### config.mk
export PLATFORM = sky130hd
export DESIGN_NAME = fsk_security
export DESIGN_NICKNAME = d
export VERILOG_FILES = /design/src/shared/fsk_pkg.sv /design/src/hw/fsk_security.sv
export SDC_FILE = /design/constraint.sdc
export NUM_CORES = 1
export LEC_CHECK = 0
export BUFFER_PORTS_ARGS = -buffer_cell sky130_fd_sc_hd__buf_2
export CAP_MARGIN = 40
export CORE_MARGIN = 3
export CORE_UTILIZATION = 50
export DETAILED_ROUTE_END_ITERATION = 16
export PLACE_DENSITY = 0.73
export SETUP_SLACK_MARGIN = 0.02
export SLEW_MARGIN = 20
export SYNTH_ARGS = -nofsm -noshare
export SYNTH_HDL_FRONTEND = slang
export SYNTH_SLANG_ARGS = --single-unit
### constraint.sdc
create_clock -name clk_in -period 2.2 [get_ports clk_in]
set_clock_uncertainty 0.05 [all_clocks]
set_input_delay 0 -clock clk_in [delete_from_list [all_inputs] [get_ports clk_in]]
set_output_delay 0 -clock clk_in [all_outputs]
set_load 0.05 [all_outputs]
### src/shared/fsk_pkg.sv
package fsk_pkg;
  // register indexes are word offsets, so byte address is index times four
  localparam logic [15:0] FSK_IDX_OPTION = 16'h1821;
  localparam logic [15:0] FSK_IDX_CONFIG = 16'h1823;
  localparam logic [15:0] FSK_IDX_PROTECT = 16'h1824;
  localparam logic [15:0] FSK_IDX_KEY_LO = 16'h1828;
  localparam logic [15:0] FSK_IDX_KEY_HI = 16'h1829;
  localparam logic [15:0] FSK_IDX_KEY_GO = 16'h182a;
  localparam logic [15:0] FSK_IDX_STATUS = 16'h182b;
  localparam logic [15:0] FSK_IDX_ERASE = 16'h182c;
  // nonvolatile locations inside the flash array
  localparam logic [15:0] FSK_NV_FINE_TRIM = 16'hffae;
  localparam logic [15:0] FSK_NV_CLOCK_TRIM = 16'hffaf;
  localparam logic [15:0] FSK_NV_KEY_FIRST = 16'hffb0;
  localparam logic [15:0] FSK_NV_KEY_LAST = 16'hffb7;
  localparam logic [15:0] FSK_NV_PROTECT = 16'hffbd;
  localparam logic [15:0] FSK_NV_OPTION = 16'hffbf;
  // option byte fields
  localparam int FSK_KEY_ENABLE_POS = 7;
  localparam int FSK_REDIRECT_POS = 6;
  localparam logic [1:0] FSK_SEC_UNSECURED = 2'h2;
  // config byte
  localparam int FSK_KEY_ACCESS_POS = 5;
  // flash commands
  localparam logic [7:0] FSK_CMD_BLANK_CHECK = 8'h05;
  localparam logic [7:0] FSK_CMD_MASS_ERASE = 8'h41;
  // reset values
  localparam logic [7:0] FSK_CONFIG_RESET = 8'h00;
  localparam logic [7:0] FSK_PROTECT_RESET = 8'hff;
  localparam logic [7:0] FSK_OPTION_RESET = 8'h00;
  localparam logic [31:0] FSK_UNMAPPED_DATA = 32'h0000_0000;
  localparam logic [1:0] FSK_RESP_OKAY = 2'h0;
  localparam logic [1:0] FSK_RESP_SLVERR = 2'h2;
  localparam logic [3:0] FSK_LOAD_STEPS = 4'ha;
  typedef enum logic [1:0] {
    FSK_LOAD = 2'b00,
    FSK_RUN = 2'b01
  } fsk_phase_t;
endpackage : fsk_pkg

### src/hw/fsk_security.sv
// Design decision made here: the AXI4-Lite register port.
`timescale 1ns/100ps
// Functional notes
// - reset copies protect and option bytes to working
// - key unlock only while key enable is one
// - key compare only from secure memory code
// - debug port can never submit the key
// - key enable zero disables key mechanism
// - key disabled: unsecure after mass erase plus blank
// - security field 1:0 alone means unsecured
// - key held at nv locations ffb0 to ffb7
// - secured: block debug and nonsecure ram access
module fsk_security
  import fsk_pkg::*;
(
  // clock and reset
  input wire logic clk_in,
  input wire logic rst_in,
  // axi4-lite write
  input wire logic [17:0] s_axi_awaddr_in,
  input wire logic s_axi_awvalid_in,
  output logic s_axi_awready_out,
  input wire logic [31:0] s_axi_wdata_in,
  input wire logic [3:0] s_axi_wstrb_in,
  input wire logic s_axi_wvalid_in,
  output logic s_axi_wready_out,
  output logic [1:0] s_axi_bresp_out,
  output logic s_axi_bvalid_out,
  input wire logic s_axi_bready_in,
  // axi4-lite read
  input wire logic [17:0] s_axi_araddr_in,
  input wire logic s_axi_arvalid_in,
  output logic s_axi_arready_out,
  output logic [31:0] s_axi_rdata_out,
  output logic [1:0] s_axi_rresp_out,
  output logic s_axi_rvalid_out,
  input wire logic s_axi_rready_in,
  // access source of the current bus master
  input wire logic src_secure_code_in,
  input wire logic src_debug_in,
  // nonvolatile array read port
  output logic [15:0] nv_addr_out,
  input wire logic [7:0] nv_data_in,
  // flash command engine results
  input wire logic cmd_done_in,
  input wire logic [7:0] cmd_code_in,
  input wire logic cmd_blank_in,
  // ram access gate
  input wire logic ram_req_in,
  output logic ram_grant_out,
  // state
  output logic secured_out,
  output logic [7:0] protect_out,
  output logic redirect_disable_out,
  output logic load_done_out
);

  typedef struct packed {
    fsk_phase_t phase;
    logic [3:0] step;
    logic [7:0] protect;
    logic [7:0] option;
    logic [63:0] stored_key;
    logic [63:0] entry_key;
    logic [7:0] config_reg;
    logic unlocked;
    logic key_fail;
    logic erased;
    logic mass_erased;
    logic aw_held;
    logic [15:0] aw_idx;
    logic w_held;
    logic [31:0] wdata;
    logic bvalid;
    logic [1:0] bresp;
    logic rvalid;
    logic [31:0] rdata;
    logic [1:0] rresp;
  } fsk_state_t;

  fsk_state_t st;
  fsk_state_t next_st;

  function automatic logic sec_open(input logic [7:0] opt);
    sec_open = (opt[1:0] == FSK_SEC_UNSECURED);
  endfunction : sec_open

  function automatic logic idx_known(input logic [15:0] idx);
    idx_known = (idx == FSK_IDX_OPTION) || (idx == FSK_IDX_CONFIG) ||
      (idx == FSK_IDX_PROTECT) || (idx == FSK_IDX_KEY_LO) || (idx == FSK_IDX_KEY_HI) ||
      (idx == FSK_IDX_KEY_GO) || (idx == FSK_IDX_STATUS) || (idx == FSK_IDX_ERASE);
  endfunction : idx_known

  function automatic logic [15:0] nv_addr_for(input logic [3:0] step);
    case (step)
      FSK_LOAD_STEPS - 4'h2: nv_addr_for = FSK_NV_PROTECT;
      FSK_LOAD_STEPS - 4'h1: nv_addr_for = FSK_NV_OPTION;
      default: nv_addr_for = FSK_NV_KEY_FIRST + {12'h0, step};
    endcase
  endfunction : nv_addr_for

  // key words are write only so software can never read the key back
  function automatic logic [31:0] read_word(input fsk_state_t s, input logic [15:0] idx,
      input logic sec);
    case (idx)
      FSK_IDX_OPTION: read_word = {24'h0, s.option[7:6], 4'h0, s.option[1:0]};
      FSK_IDX_CONFIG: read_word = {24'h0, s.config_reg};
      FSK_IDX_PROTECT: read_word = {24'h0, s.protect};
      FSK_IDX_STATUS: read_word = {28'h0, s.erased, s.key_fail, s.unlocked, sec};
      default: read_word = FSK_UNMAPPED_DATA;
    endcase
  endfunction : read_word

  // key words and the compare need an allowed source with key access set
  function automatic logic key_write_ok(input logic allowed, input logic [7:0] cfg);
    key_write_ok = allowed && cfg[FSK_KEY_ACCESS_POS];
  endfunction : key_write_ok

  // key words need all four lanes so a partial write cannot mix old and new bytes
  function automatic logic lane_full(input logic [3:0] strb);
    lane_full = &strb;
  endfunction : lane_full

  logic secured;
  logic sec_by_option;
  logic sec_by_key;
  logic sec_by_erase;
  logic key_enabled;
  logic src_trusted;
  logic key_allowed;
  logic key_match;
  logic [7:0] key_byte_match;
  logic run_phase;
  logic ram_open;
  logic do_write;
  logic [15:0] ar_idx;

  // security lifts by the option field, a key match, or erase plus blank check
  assign sec_by_option = sec_open(st.option);
  assign sec_by_key = st.unlocked;
  assign sec_by_erase = st.erased;
  assign secured = !(sec_by_option || sec_by_key || sec_by_erase);
  // key path needs key enable, secure code, and never the debug port
  assign key_enabled = st.option[FSK_KEY_ENABLE_POS];
  assign src_trusted = src_secure_code_in && !src_debug_in;
  assign key_allowed = key_enabled && src_trusted;
  // ram gate only opens once loading is done
  assign run_phase = (st.phase == FSK_RUN);
  // write completes once address and data are held and no response waits
  assign do_write = st.aw_held && st.w_held && !st.bvalid;
  assign ar_idx = s_axi_araddr_in[17:2];

  // byte-wise compare, all eight must agree
  for (genvar i = 0; i < 8; i++) begin : g_key_cmp
    assign key_byte_match[i] = (st.entry_key[8*i +: 8] == st.stored_key[8*i +: 8]);
  end
  assign key_match = &key_byte_match;

  always_comb begin
    next_st = st;
    // nonvolatile load sequence, runs after every reset
    if (st.phase == FSK_LOAD) begin
      // steps 0 to 7 shift in key bytes; the byte from the first
      // location ends up in bits 7:0 after eight shifts
      case (st.step)
        FSK_LOAD_STEPS - 4'h1: begin
          next_st.option = nv_data_in;
          next_st.phase = FSK_RUN;
        end
        FSK_LOAD_STEPS - 4'h2: begin
          next_st.protect = nv_data_in;
          next_st.step = st.step + 4'h1;
        end
        default: begin
          next_st.stored_key = {nv_data_in, st.stored_key[63:8]};
          next_st.step = st.step + 4'h1;
        end
      endcase
    end
    // erase then blank check lifts security when the key is off
    if (cmd_done_in && st.phase == FSK_RUN) begin
      // a blank check only counts when a mass erase came first
      if (cmd_code_in == FSK_CMD_MASS_ERASE) begin
        next_st.erased = 1'b0;
        next_st.mass_erased = 1'b1;
      end else if (cmd_code_in == FSK_CMD_BLANK_CHECK) begin
        if (cmd_blank_in && st.mass_erased && !key_enabled) begin
          next_st.erased = 1'b1;
        end
        if (!cmd_blank_in) begin
          next_st.mass_erased = 1'b0;
        end
      end else begin
        // any other command may write the array again
        next_st.mass_erased = 1'b0;
      end
    end
    // write channel
    if (s_axi_awvalid_in && !st.aw_held) begin
      next_st.aw_held = 1'b1;
      next_st.aw_idx = s_axi_awaddr_in[17:2];
    end
    if (s_axi_wvalid_in && !st.w_held) begin
      next_st.w_held = 1'b1;
      next_st.wdata = s_axi_wdata_in;
    end
    if (do_write) begin
      next_st.aw_held = 1'b0;
      next_st.w_held = 1'b0;
      next_st.bvalid = 1'b1;
      next_st.bresp = idx_known(st.aw_idx) ? FSK_RESP_OKAY : FSK_RESP_SLVERR;
      case (st.aw_idx)
        FSK_IDX_CONFIG: begin
          if (s_axi_wstrb_in[0] && key_allowed) begin
            next_st.config_reg[FSK_KEY_ACCESS_POS] = st.wdata[FSK_KEY_ACCESS_POS];
          end
        end
        FSK_IDX_PROTECT: begin
          // protection may only be tightened, never loosened, until reset
          if (s_axi_wstrb_in[0] && !secured) begin
            next_st.protect = st.protect & st.wdata[7:0];
          end
        end
        FSK_IDX_KEY_LO: begin
          if (key_write_ok(key_allowed, st.config_reg) && lane_full(s_axi_wstrb_in)) begin
            next_st.entry_key[31:0] = st.wdata;
          end
        end
        FSK_IDX_KEY_HI: begin
          if (key_write_ok(key_allowed, st.config_reg) && lane_full(s_axi_wstrb_in)) begin
            next_st.entry_key[63:32] = st.wdata;
          end
        end
        FSK_IDX_KEY_GO: begin
          // every attempt spends key access, so each guess needs a fresh arm
          if (key_write_ok(key_allowed, st.config_reg)) begin
            if (key_match) begin
              next_st.unlocked = 1'b1;
              next_st.key_fail = 1'b0;
            end else begin
              next_st.key_fail = 1'b1;
            end
            next_st.config_reg[FSK_KEY_ACCESS_POS] = 1'b0;
          end
        end
        default: begin
          next_st.bresp = idx_known(st.aw_idx) ? FSK_RESP_OKAY : FSK_RESP_SLVERR;
        end
      endcase
    end
    if (st.bvalid && s_axi_bready_in) begin
      next_st.bvalid = 1'b0;
    end
    // read channel; key registers never read back
    if (s_axi_arvalid_in && !st.rvalid) begin
      next_st.rvalid = 1'b1;
      next_st.rresp = idx_known(ar_idx) ? FSK_RESP_OKAY : FSK_RESP_SLVERR;
      // read data comes from the state before this edge
      next_st.rdata = read_word(st, ar_idx, secured);
    end
    if (st.rvalid && s_axi_rready_in) begin
      next_st.rvalid = 1'b0;
    end
  end

  // reset clears unlock and erase flags, so neither outlives a reset
  always_ff @(posedge clk_in) begin
    if (rst_in) begin
      st <= '0;
      st.phase <= FSK_LOAD;
      st.protect <= FSK_PROTECT_RESET;
      st.option <= FSK_OPTION_RESET;
      st.config_reg <= FSK_CONFIG_RESET;
      st.bresp <= FSK_RESP_OKAY;
      st.rresp <= FSK_RESP_OKAY;
    end else begin
      st <= next_st;
    end
  end

  // nv address per load step: key bytes, then protect, then option
  assign nv_addr_out = nv_addr_for(st.step);

  // ram is blocked for debug and nonsecure code while secured
  assign ram_open = !secured || src_trusted;
  assign ram_grant_out = ram_req_in && ram_open && run_phase;

  // handshake outputs straight from state, no path from inputs
  assign s_axi_awready_out = !st.aw_held;
  assign s_axi_wready_out = !st.w_held;
  assign s_axi_bvalid_out = st.bvalid;
  assign s_axi_bresp_out = st.bresp;
  assign s_axi_arready_out = !st.rvalid;
  assign s_axi_rvalid_out = st.rvalid;
  assign s_axi_rdata_out = st.rdata;
  assign s_axi_rresp_out = st.rresp;
  assign secured_out = secured || (st.phase == FSK_LOAD);
  assign protect_out = st.protect;
  assign redirect_disable_out = st.option[FSK_REDIRECT_POS];
  assign load_done_out = (st.phase == FSK_RUN);

endmodule : fsk_security

# Word level (Yosys, flattened, before mapping)
# Index checks and enable logic that the tools add are counted.
[word_totals]
regBits = 242
inputBits = 100
out_inout_bits = 69
wordCells = 141
[op_classes]
addsub = 2
n_eq_ne = 32
n_mux = 20
bitwise = 3
reduce_logical = 63
[op_table]
columns = ["op", "n"]
rows = [
  ["equality test 16 x 13 -> 1 bit (second input constant)", 16],
  ["2-to-1 mux 80 bit", 1],
  ["equality test 8 bit", 8],
  ["2-to-1 mux 64 bit", 1],
  ["2-to-1 mux 8 bit", 5],
  ["case mux 16 bit (2 select lines)", 1],
  ["case mux 8 bit (4 select lines)", 1],
  ["logical AND 1 bit", 18],
  ["logical OR 1 bit", 18],
  ["AND reduction 3 bit", 4],
  ["AND reduction 11 bit", 1],
  ["adder 8 x 5 -> 9 bit (first input constant)", 1],
  ["AND 8 bit", 1],
  ["equality test 4 bit (second input constant)", 2],
  ["equality test 8 x 3 -> 1 bit (second input constant)", 1],
  ["equality test 8 x 7 -> 1 bit (second input constant)", 1],
  ["AND reduction 2 bit", 4],
  ["AND reduction 4 bit", 2],
  ["AND reduction 8 bit", 1],
  ["OR reduction 2 bit", 4],
  ["logical NOT 1 bit", 7],
  ["2-to-1 mux 1 bit", 7],
  ["2-to-1 mux 2 bit", 3],
  ["nonzero test 2 bit", 3],
  ["7 further kinds", 9],
]

# Longest topological paths before layout
# Gate-level depths: netlist (run 1).
[logic_depth]
word_depth = 9
ltp_mapped = 9
mapped_depth_nobuf = 6

# Least setup slack after synthesis (run 1)
# OpenSTA, ideal clock, no wires.
[synth_timing]
kind = "register to register"
from = "reg st, in the netlist s_axi_bvalid_out"
to = "reg st, in the netlist protect_out[1]"
arrival_ns = 2.053
path_slack_ns = -0.025
path_stages_with_launch = 9
n_path_buf = 3
path_cell_list = "dfxtp_1 > and3b_1 > buf_2 > and4_1 > clkbuf_1 > and2_1 > buf_4 > a21o_1 > a221o_1"
[synth_via]
elab_chain_cells = 3
[synth_lines]
columns = ["item", "line", "rtl"]
rows = [
  ["start: declaration", "fsk_security.sv:81", "fsk_state_t st;"],
  ["start signal: assignment", "fsk_security.sv:277", "st <= next_st;"],
  ["logical NOT 1 bit", "fsk_security.sv:150", "assign do_write = st.aw_held && st.w_held && !st.bvalid;"],
  ["logical AND 1 bit", "fsk_security.sv:150", ""],
  ["2-to-1 mux 8 bit", "fsk_security.sv:207", "if (do_write) begin"],
]
# Every way passes these cells.
# A chain may end at the register's enable or synchronous reset.

# Final worst setup path (run 1)
[layout_timing]
from = "reg st[75] (netlist bit)"
to = "reg st[142] (netlist bit)"
[layout_via]
elab_chain_cells = 2
[layout_lines]
columns = ["item", "line", "rtl"]
rows = [
  ["equality test 16 x 13 -> 1 bit", "fsk_security.sv:212", "case (st.aw_idx)"],
  ["AND reduction 3 bit (no line)", "n/a", ""],
]
# Every way passes these cells.

==> results.yml, run 1 <==
timing:
  tns_ps: 0
  fin_crit_sh: 0.944
  tightest_slew_ps: 753
  period_needed_ps: 2080
  slew_viol_final: 0
  setup_viol: 0
  worst_hold_slack_ps: 19.3
  final-hold-violation-count: 0
  max_freq_mhz: 482
  timing.slew.headroom: 0.497
  setup_slack_ps: 124
  rsz0062_at_grt: "no"
clocking:
  htree_levels: 1
  root_buffer: "clkbuf_16"
  cts_tree: "done"
  worstSkewPairLatency_ps: 500
  clock-sinks: 212
  cts_setup_buffers: 0
  cts_buffers: 22
  cts_max_path_buffers: 3
  clk_pin_slew_worst_paths_ps: 60
logic_synthesis:
  synthMuxAreaShare: 0.00442
  synth-compound-area-share: 0.143
  async_flop_share: 0
  synth_area_leaders: "dfxtp_1 (47%), nand2_1 (15%), a21oi_1 (11%), xnor2_1 (6.4%), buf_4 (4.7%)"
  synth-edff-count: 0
  netlist.area_leader.share: 0.469
  syn_area_per_cell_sq_um: 7.94
  synth_fa_ha_area_frac: 0.00415
  synth-simple-area-share: 0.235
  yosys.area.top_type: "dfxtp_1"
  synthCells: 1139
  syn_area_sq_mm: 0.00905
  synth_top_family_by_area: "simple AND/OR/NAND/NOR gates"
  yosysMostFrequentCell: "nand2_1"
  ys.warnings.count: 0
  synth_cell_types: 55
  synthTopCellsByCount: "nand2_1 (371), dfxtp_1 (212), a21oi_1 (191), xnor2_1 (66), buf_4 (57)"
  synth-main-ff-cell: "dfxtp_1"
  synth_seq_cells: 212
  synthXorXnorAreaFrac: 0.0649
  yosysSeqAreaShare: 0.469
die:
  core-area_sq_mm: 0.0175
  die_w_um: 141
  num_io_pins: 169
  die-height_um: 141
  fp-row-count: 48
  die-area_sq_mm: 0.0197
  initial_core_util: 0.518
setup_path:
  crit_type: "reg -> reg"
  worst_path_max_delay_cell: "or4_1"
  end_kind: "flop"
  cp_max_fo: 32
  cp.arrival_ps: 2390
  critical_path_required_ps: 2510
  cpPeakStageDelay_ps: 600
  critPathLaunchType: "flop"
  path_cells: "nor4b_1 -> nand4_1 -> or4_1 -> buf_12 -> nand2_1 -> a21oi_1"
  r2r_setup_slack_ps: 120
placement:
  place.gp.congestion: 0.859
  dp_hpwl_um: 15600
  dp_slack_ps: 81.4
  dpl_cell_area_sq_mm: 0.00969
  dp.cells: 1424
  io_buffers: 126
cells_and_area:
  num_antenna_cells: 0
  fill_cells: 1465
  area_growth_syn_to_layout_pct: 25.9
  final_cell_area_sq_mm: 0.0114
  drive_above_1_share: 0.153
  nets: 1417
  fin_cells: 1554
routing:
  finalWirelength_um: 24900
  wire_per_inst_um: 16.0
  dr.pass1.iters: 5
  dr_total_vias: 8079
  via_per_inst: 5.20
  remaining_drc_errors: 0
  antenna_left: 0
  drt-initial-drc-count: 626
pwr:
  power_density_mw_per_mm2: 769
  leakage_nw: 4.34
  peakVddDrop_mv: 0.610
global_routing:
  grt_max_degree: 100
  use_met2: 0.412
  track_usage: 0.245
  grt_use_met1: 0.331
  antenna_found_initial: 0
  top_usage_layer: "met2"
  grt_use_met3: 0.0379
  grt_overflow: 0
  grt_pass1_vias: 7748
  grt_pass1_wl_um: 39800
job:
  maxCapViolCount: 0
hold_path:
  hold_class: "in -> reg"
status:
  status: "complete, no violations"
[path summary, 6_finish.rpt]
| check | from | to | depth (start not counted) |
|---|---|---|---|
| setup / recovery | st[75] | st[142] | 6 |
| hold / removal | src_debug_in | st[97] | 5 |
| setup reg to reg | st[75] | st[142] | 6 |
| hold reg to reg | s_axi_rdata_out[2] | s_axi_rdata_out[2] | 2 |
[repair_timing]
action / 4_1_cts / 5_1_grt
hold buffers: 91 / 0
endpoints found under the setup margin: 0 / 19
gates resized for setup: 0 / 2
endpoints found under the hold margin: 95 / 0
[critical path, delay by kind of cell, from the launching register on]
kind                   cells  cell delay, ps
AO/OA/AOI/OAI              1              60
buffers and inverters      1             200
flip-flops                 1             320
AND/OR/NAND/NOR            4            1260
[cell type report]
class | count | area, sq um | area share
multi-input cells | 831 | 4250 | 0.373
clock inverters | 7 | 91.3 | 0.00801
repair buffers | 238 | 1810 | 0.158
inverters | 9 | 33.8 | 0.00296
clock buffers | 32 | 689 | 0.0605
flip-flops and latches | 212 | 4250 | 0.373
well taps | 225 | 282 | 0.0247
[stage by stage]
step / total power (W) / util
floorplan: 0.00463 / -
global placement: 0.00479 / 0.555
detailed placement: 0.00480 / 0.555
CTS: 0.00880 / 0.651
global route: 0.00905 / 0.652
finish: 0.00877 / 0.652
[power breakdown]
group          switching (W)  internal, W
logic               0.000515     0.000316
clock network        0.00150      0.00240
registers          0.0000975      0.00393
[layer usage]
layer / share of wire / vias up / wire length [um]
met1: 0.43 / 3752 / 10600
met4: 0.020 / 0 / 492
li1: - / 4022 / -
met2: 0.48 / 268 / 12000
met3: 0.071 / 37 / 1780
met5: 0 / - / 0
[registers in the layout, indices dropped and copies added (netlist names)]
register and cells:
s_axi_rdata_out 8, s_axi_bvalid_out 1, s_axi_rvalid_out 1, sec_by_erase 1, protect_out 8, st 188, redirect_disable_out 1, key_enabled 1
s_axi_bresp_out 1, s_axi_rresp_out 1, sec_by_key 1
[cell usage in the layout, fill, tap and decap left out, drive strengths merged, types with 2 or more instances in the layout]
cell type / instances
nand2: 371
conb: 38
and4: 2
mux2i: 4
nor4: 10
a211oi: 4
nor3: 7
a21o: 10
and3b: 2
a21oi: 192
clkbuf: 32
o21ai: 9
inv: 9
nand2b: 10
bufinv: 2
dfxtp: 212
and3: 3
nor2: 26
nor3b: 4
dlygate4sd3: 91
or4: 2
ha: 3
or4b: 2
buf: 147
nand3: 3
and2: 5
a221o: 8
a22o: 3
a22oi: 4
xnor2: 66
nor2b: 8
nand4: 20
clkinv: 4
[kinds of logic after synthesis]
kind of cell	after synthesis
multiplexers	4
AND/OR/NAND/NOR	485
flip-flops	212
other	2
adder cells (fa/ha/maj)	3
AO/OA/AOI/OAI	234
buffers and inverters	132
XOR/XNOR	67
Power figures use the tool's default switching activity.
==> run 2: changes to the inputs <==
--- a/config.mk
+++ b/config.mk
@@ -8,9 +8,9 @@
 export BUFFER_PORTS_ARGS = -buffer_cell sky130_fd_sc_hd__buf_2
 export CAP_MARGIN = 40
 export CORE_MARGIN = 3
-export CORE_UTILIZATION = 50
+export CORE_UTILIZATION = 55
 export DETAILED_ROUTE_END_ITERATION = 16
-export PLACE_DENSITY = 0.73
+export PLACE_DENSITY = 0.79
 export SETUP_SLACK_MARGIN = 0.02
 export SLEW_MARGIN = 20
 export SYNTH_ARGS = -nofsm -noshare
==> run 2 against run 1 <==
- die area fell by 8.7%
- non-clock buffer count up 7
- final cell count unchanged
- routed wire length up 1.4%
- sequential share of layout area shrank 0.34 points
- sequential power hardly changed
- core utilization is 6.7 points higher
- largest power group is now the clock network
- design area rose by 0.91%
- critical path depth is 1 lower
- flip-flop and latch count unchanged
- clock power increased by 8.5%
- worst setup slack got worse by 1.9 ps
==> results.yml, run 2 (synthesis gave the netlist of run 1 again) <==
global_routing:
  grt_pass1_vias: 8114
  grt_max_degree: 92
  track_usage: 0.272
  grt_overflow: 0
  grt_pass1_wl_um: 40100
  antenna_found_initial: 0
timing:
  tns_ps: 0
  setup_viol: 0
  rsz0062_at_grt: "no"
  tightest_slew_ps: 757
  period_needed_ps: 2080
  fin_crit_sh: 0.944
  max_freq_mhz: 481
  slew_viol_final: 0
  final-hold-violation-count: 0
  timing.slew.headroom: 0.494
cells_and_area:
  layout_common_cells: "nand2_1 (370), dfxtp_1 (211), a21oi_1 (191), buf_2 (125), dlygate4sd3_1 (100)"
  fill_cells: 1229
  num_antenna_cells: 0
  largest_register_ffs: 188
  nets: 1425
  regMostFlops: "st"
  mostFrequentLayoutCell: "nand2_1"
  fin_cells: 1554
  drive_above_1_share: 0.154
  area_growth_syn_to_layout_pct: 27.1
die:
  fp-row-count: 46
  die-area_sq_mm: 0.0180
  num_io_pins: 169
  initial_core_util: 0.566
  die_w_um: 134
  core-area_sq_mm: 0.0160
  die-height_um: 134
setup_path:
  end_kind: "flop"
  cp_max_fo: 8
  cp.arrival_ps: 2430
  critPathTopFamily: "compound AO/OA/AOI/OAI gates"
  worst_path_max_delay_cell: "or3b_2"
  critical_path_required_ps: 2550
  cpPeakStageDelay_ps: 480
  path_cells: "or3b_2 -> a211oi_1 -> a21oi_1 -> a21o_1 -> a221o_1"
  crit_type: "reg -> reg"
  critPathLaunchType: "flop"
  cp.buffers_inverters: 0
pwr:
  seqPwrFrac: 0.443
  combPwrFrac: 0.093
  leakage_nw: 4.38
  peakVddDrop_mv: 0.605
  sw_frac_of_total: 0.246
  p_clk_frac: 0.464
  p_sw_w: 0.00224
  internal-power_w: 0.00687
  power_density_mw_per_mm2: 792
clocking:
  clock-sinks: 212
  root_buffer: "clkbuf_16"
  clk_pin_slew_worst_paths_ps: 60
  cts_tree: "done"
  htree_levels: 1
  cts_buffers: 23
  cts_max_path_buffers: 3
  worstSkewPairLatency_ps: 520
  cts_setup_buffers: 0
placement:
  place.gp.congestion: 0.859
  dp_hpwl_um: 15200
  dp.cells: 1413
  io_buffers: 126
status:
  status: "complete, no violations"
routing:
  dr_total_vias: 8356
  antenna_left: 0
  remaining_drc_errors: 0
  dr.pass1.iters: 5
  finalWirelength_um: 25200
  wire_per_inst_um: 16.2
  drt-initial-drc-count: 698
  via_per_inst: 5.38
job:
  maxCapViolCount: 0
hold_path:
  hold_class: "in -> reg"
## run 2: cell types whose count changed in the layout (fill, tap and decap cells not counted), moves of 2 or more
| cell | before | now |
|---|---|---|
| clkinv_2 | 3 | 6 |
| clkbuf_8 | 8 | 3 |
| bufinv_16 | 2 | 5 |
| buf_12 | 8 | 6 |
| dlygate4sd3_1 | 91 | 100 |
## run 2: per-stage QoR
| stage | setup WS [ps] | power, W | instance area, sq um | util | hold slack [ps] |
|---|---|---|---|---|---|
| after floorplan | 142 | 0.00463 | 9190 | - | 86.0 |
| after global placement | 196 | 0.00479 | 9640 | 0.603 | 191 |
| after detailed placement | 130 | 0.00480 | 9640 | 0.603 | 196 |
| after CTS | 132 | 0.00909 | 11500 | 0.717 | 16.7 |
| after global routing | 48.5 | 0.00937 | 11500 | 0.719 | 73.2 |
| final | 122 | 0.00911 | 11500 | 0.719 | 25.3 |
## run 2: final timing paths
| kind | end | start | depth (start not counted) | slack (ps) |
|---|---|---|---|---|
| max | protect_out[1] | st[73] | 5 | 120 |
| min reg2reg | s_axi_rdata_out[5] | s_axi_rdata_out[5] | 2 | 410 |
| max reg2reg | protect_out[1] | st[73] | 5 | 120 |
| min | st[97] | src_debug_in | 5 | 30 |
## run 2: routing by layer
layer,track usage,part of all wire,vias up
met5,0,0,-
met4,0.0820,0.025,0
met3,0.0536,0.070,59
met2,0.464,0.48,324
met1,0.351,0.42,3945
li1,-,-,4028
## run 2: area by class of cell
| class | count | area (sq um) | area share |
|---|---|---|---|
| clock buffers | 27 | 621 | 0.0540 |
| clock inverters | 14 | 213 | 0.0185 |
| inverters | 9 | 33.8 | 0.00294 |
| multi-input cells | 831 | 4260 | 0.371 |
| flip-flops and latches | 212 | 4250 | 0.369 |
| well taps | 216 | 270 | 0.0235 |
| repair buffers | 245 | 1860 | 0.161 |
## run 2: repair_timing
item                                    4_1_cts  5_1_grt
endpoints found under the setup margin        0       41
gates resized for setup                       0        5
hold buffers                                100        0
hold endpoints to repair                    112        0
## run 2: worst min-delay path, delay by kind of cell
family | cells | cell delay [ps]
and+or+nand+nor | 3 | 390
buffers and inverters | 1 | 80
muxes | 1 | 80
## run 2: power by group through the flow
stage          sequential (W)  clock [W]  combinational (W)
3_3_place_gp          0.00411          0           0.000676
2_1_floorplan         0.00409          0           0.000546
5_1_grt               0.00404    0.00441           0.000915
4_1_cts               0.00403    0.00424           0.000820
6_report              0.00404    0.00423           0.000846
3_5_place_dp          0.00411          0           0.000685
==> run 3: changes to the inputs <==
--- a/config.mk
+++ b/config.mk
@@ -8,9 +8,9 @@
 export BUFFER_PORTS_ARGS = -buffer_cell sky130_fd_sc_hd__buf_2
 export CAP_MARGIN = 40
 export CORE_MARGIN = 3
-export CORE_UTILIZATION = 55
+export CORE_UTILIZATION = 50
 export DETAILED_ROUTE_END_ITERATION = 16
-export PLACE_DENSITY = 0.79
+export PLACE_DENSITY = 0.76
 export SETUP_SLACK_MARGIN = 0.02
 export SLEW_MARGIN = 20
 export SYNTH_ARGS = -nofsm -noshare
==> constraint.sdc (replaced) <==
create_clock -name clk_in -period 1.9 [get_ports clk_in]
set_clock_uncertainty 0.05 [all_clocks]
set_input_delay 0 -clock clk_in [delete_from_list [all_inputs] [get_ports clk_in]]
set_output_delay 0 -clock clk_in [all_outputs]
set_load 0.05 [all_outputs]
==> run 3 against run 2 <==
- the run now ends with negative setup slack left
- flip-flop and latch count unchanged
- fmax up 7.1%
- clock-buffer cell count up 7
- worst setup slack worse by 160 ps
- global-route usage down 2.0 points
==> results.yml, run 3 (synthesis gave the netlist of run 1 again) <==
status:
  status: "finished with violations"
  violations: "negative setup slack"
setup_path:
  r2r_setup_slack_ps: -40
  r2r_start: "st[81]"
  cp.arrival_ps: 2310
  critPathLaunchType: "flop"
  end_kind: "flop"
  rr_endpoint: "st[159]"
  rr_worst_depth: 8
  crit_type: "reg -> reg"
  cp_max_fo: 8
  critical_path_required_ps: 2270
routing:
  drt-initial-drc-count: 771
  dr_total_vias: 8656
  antenna_left: 0
  via_per_inst: 5.46
  dr.pass1.iters: 6
  finalWirelength_um: 27500
  wire_per_inst_um: 17.4
  remaining_drc_errors: 0
clocking:
  cts_tree: "done"
  htree_levels: 1
  root_buffer: "clkbuf_16"
  clk_pin_slew_worst_paths_ps: 60
  clock-sinks: 212
  cts_max_path_buffers: 3
  cts_buffers: 22
  worstSkewPairLatency_ps: 500
pwr:
  leakage_nw: 4.54
  power_density_mw_per_mm2: 844
  peakVddDrop_mv: 0.702
die:
  core-area_sq_mm: 0.0175
  initial_core_util: 0.518
  num_io_pins: 169
  die_w_um: 141
  die-area_sq_mm: 0.0197
  fp-row-count: 48
  die-height_um: 141
timing:
  worst_hold_slack_ps: 52.3
  timing.slew.headroom: 0.534
  max_freq_mhz: 515
  tightest_slew_ps: 699
  period_needed_ps: 1940
  tns_ps: -117
  slew_viol_final: 0
  setup_slack_ps: -40.1
  rsz0062_at_grt: "yes"
  fin_crit_sh: 1.02
  final-hold-violation-count: 0
  setup_viol: 8
global_routing:
  grt_pass1_vias: 8190
  antenna_found_initial: 1
  grt_overflow: 0
  grt_pass1_wl_um: 41000
  track_usage: 0.252
  grt_max_degree: 85
placement:
  io_buffers: 126
  place.gp.congestion: 0.900
  dp_hpwl_um: 15900
hold_path:
  min_to: "st[97]"
  hp-start: "src_debug_in"
  hold_depth: 5
  hold_class: "in -> reg"
cells_and_area:
  regMostFlops: "st"
  mostFrequentLayoutCell: "nand2_1"
  area_growth_syn_to_layout_pct: 31.2
  layout_common_cells: "nand2_1 (357), dfxtp_1 (205), a21oi_1 (174), buf_2 (122), dlygate4sd3_1 (90)"
  drive_above_1_share: 0.205
  fill_cells: 1377
  largest_register_ffs: 188
  nets: 1446
job:
  maxCapViolCount: 0
==> run 3: stage by stage <==
| stage | cell area (sq um) | instances | power [W] | util | setup WS (ps) |
|---|---|---|---|---|---|
| floorplan | 9250 | 1175 | 0.00536 | - | -32.3 |
| global placement | 9850 | 1445 | 0.00557 | 0.564 | -30.5 |
| detailed placement | 9850 | 1445 | 0.00559 | 0.564 | -76.0 |
| CTS | 11500 | 1576 | 0.00997 | 0.660 | 9.23 |
| global route | 11900 | 1584 | 0.0103 | 0.679 | -175 |
| finish | 11900 | 1584 | 0.0100 | 0.679 | -40.1 |
==> run 3: worst max-delay path, stage by stage, from the launching register on <==
cell and delay [ps]:
dfxtp_2 340, nor4_4 300, nand4_1 150, buf_4 170
nor4_4 260, buf_6 190, buf_8 160, nand2_1 80
a21oi_1 160
==> run 3: worst max-delay path by stage <==
stage,end,slack [ps],from,cells after the start
after floorplan,protect_out[2],-30,s_axi_bvalid_out,9
after global placement,protect_out[1],-30,st[73],5
after detailed placement,protect_out[1],-80,st[73],5
after CTS,protect_out[7],9,s_axi_bvalid_out,7
after global routing,st[157],-180,st[85],8
final,st[159],-40,st[81],8
==> run 3: layer usage <==
layer	track usage	up-vias	share of wire
li1	-	4082	-
met1	0.322	4073	0.40
met2	0.433	413	0.49
met3	0.0437	88	0.085
met4	0.0836	0	0.032
met5	0	-	0
==> run 3: layout make-up <==
cell class	instances	area [sq um]	share of cell area
multi-input combinational	831	4450	0.375
antenna	1	2.50	0.000211
tap	225	282	0.0237
inverter	9	33.8	0.00285
sequential	212	4260	0.358
clock buffer	34	677	0.0570
clock inverter	5	51.3	0.00432
timing repair buffer	267	2120	0.179
==> run 3: what timing repair did <==
item / 4_1_cts / 5_1_grt
buffers inserted: 0 / 3
pin swaps: 1 / 35
resized for setup: 10 / 59
hold buffers: 92 / 0
endpoints found under the hold margin: 134 / 0
gates cloned: 0 / 6
setup endpoints to repair: 52 / 159
==> run 3: power by group <==
| part | switching (W) | total [W] | internal [W] |
|---|---|---|---|
| registers | 0.000113 | 0.00467 | 0.00456 |
| clock network | 0.00173 | 0.00431 | 0.00258 |
| logic | 0.000633 | 0.00103 | 0.000401 |
| total | 0.00248 | 0.0100 | 0.00754 |
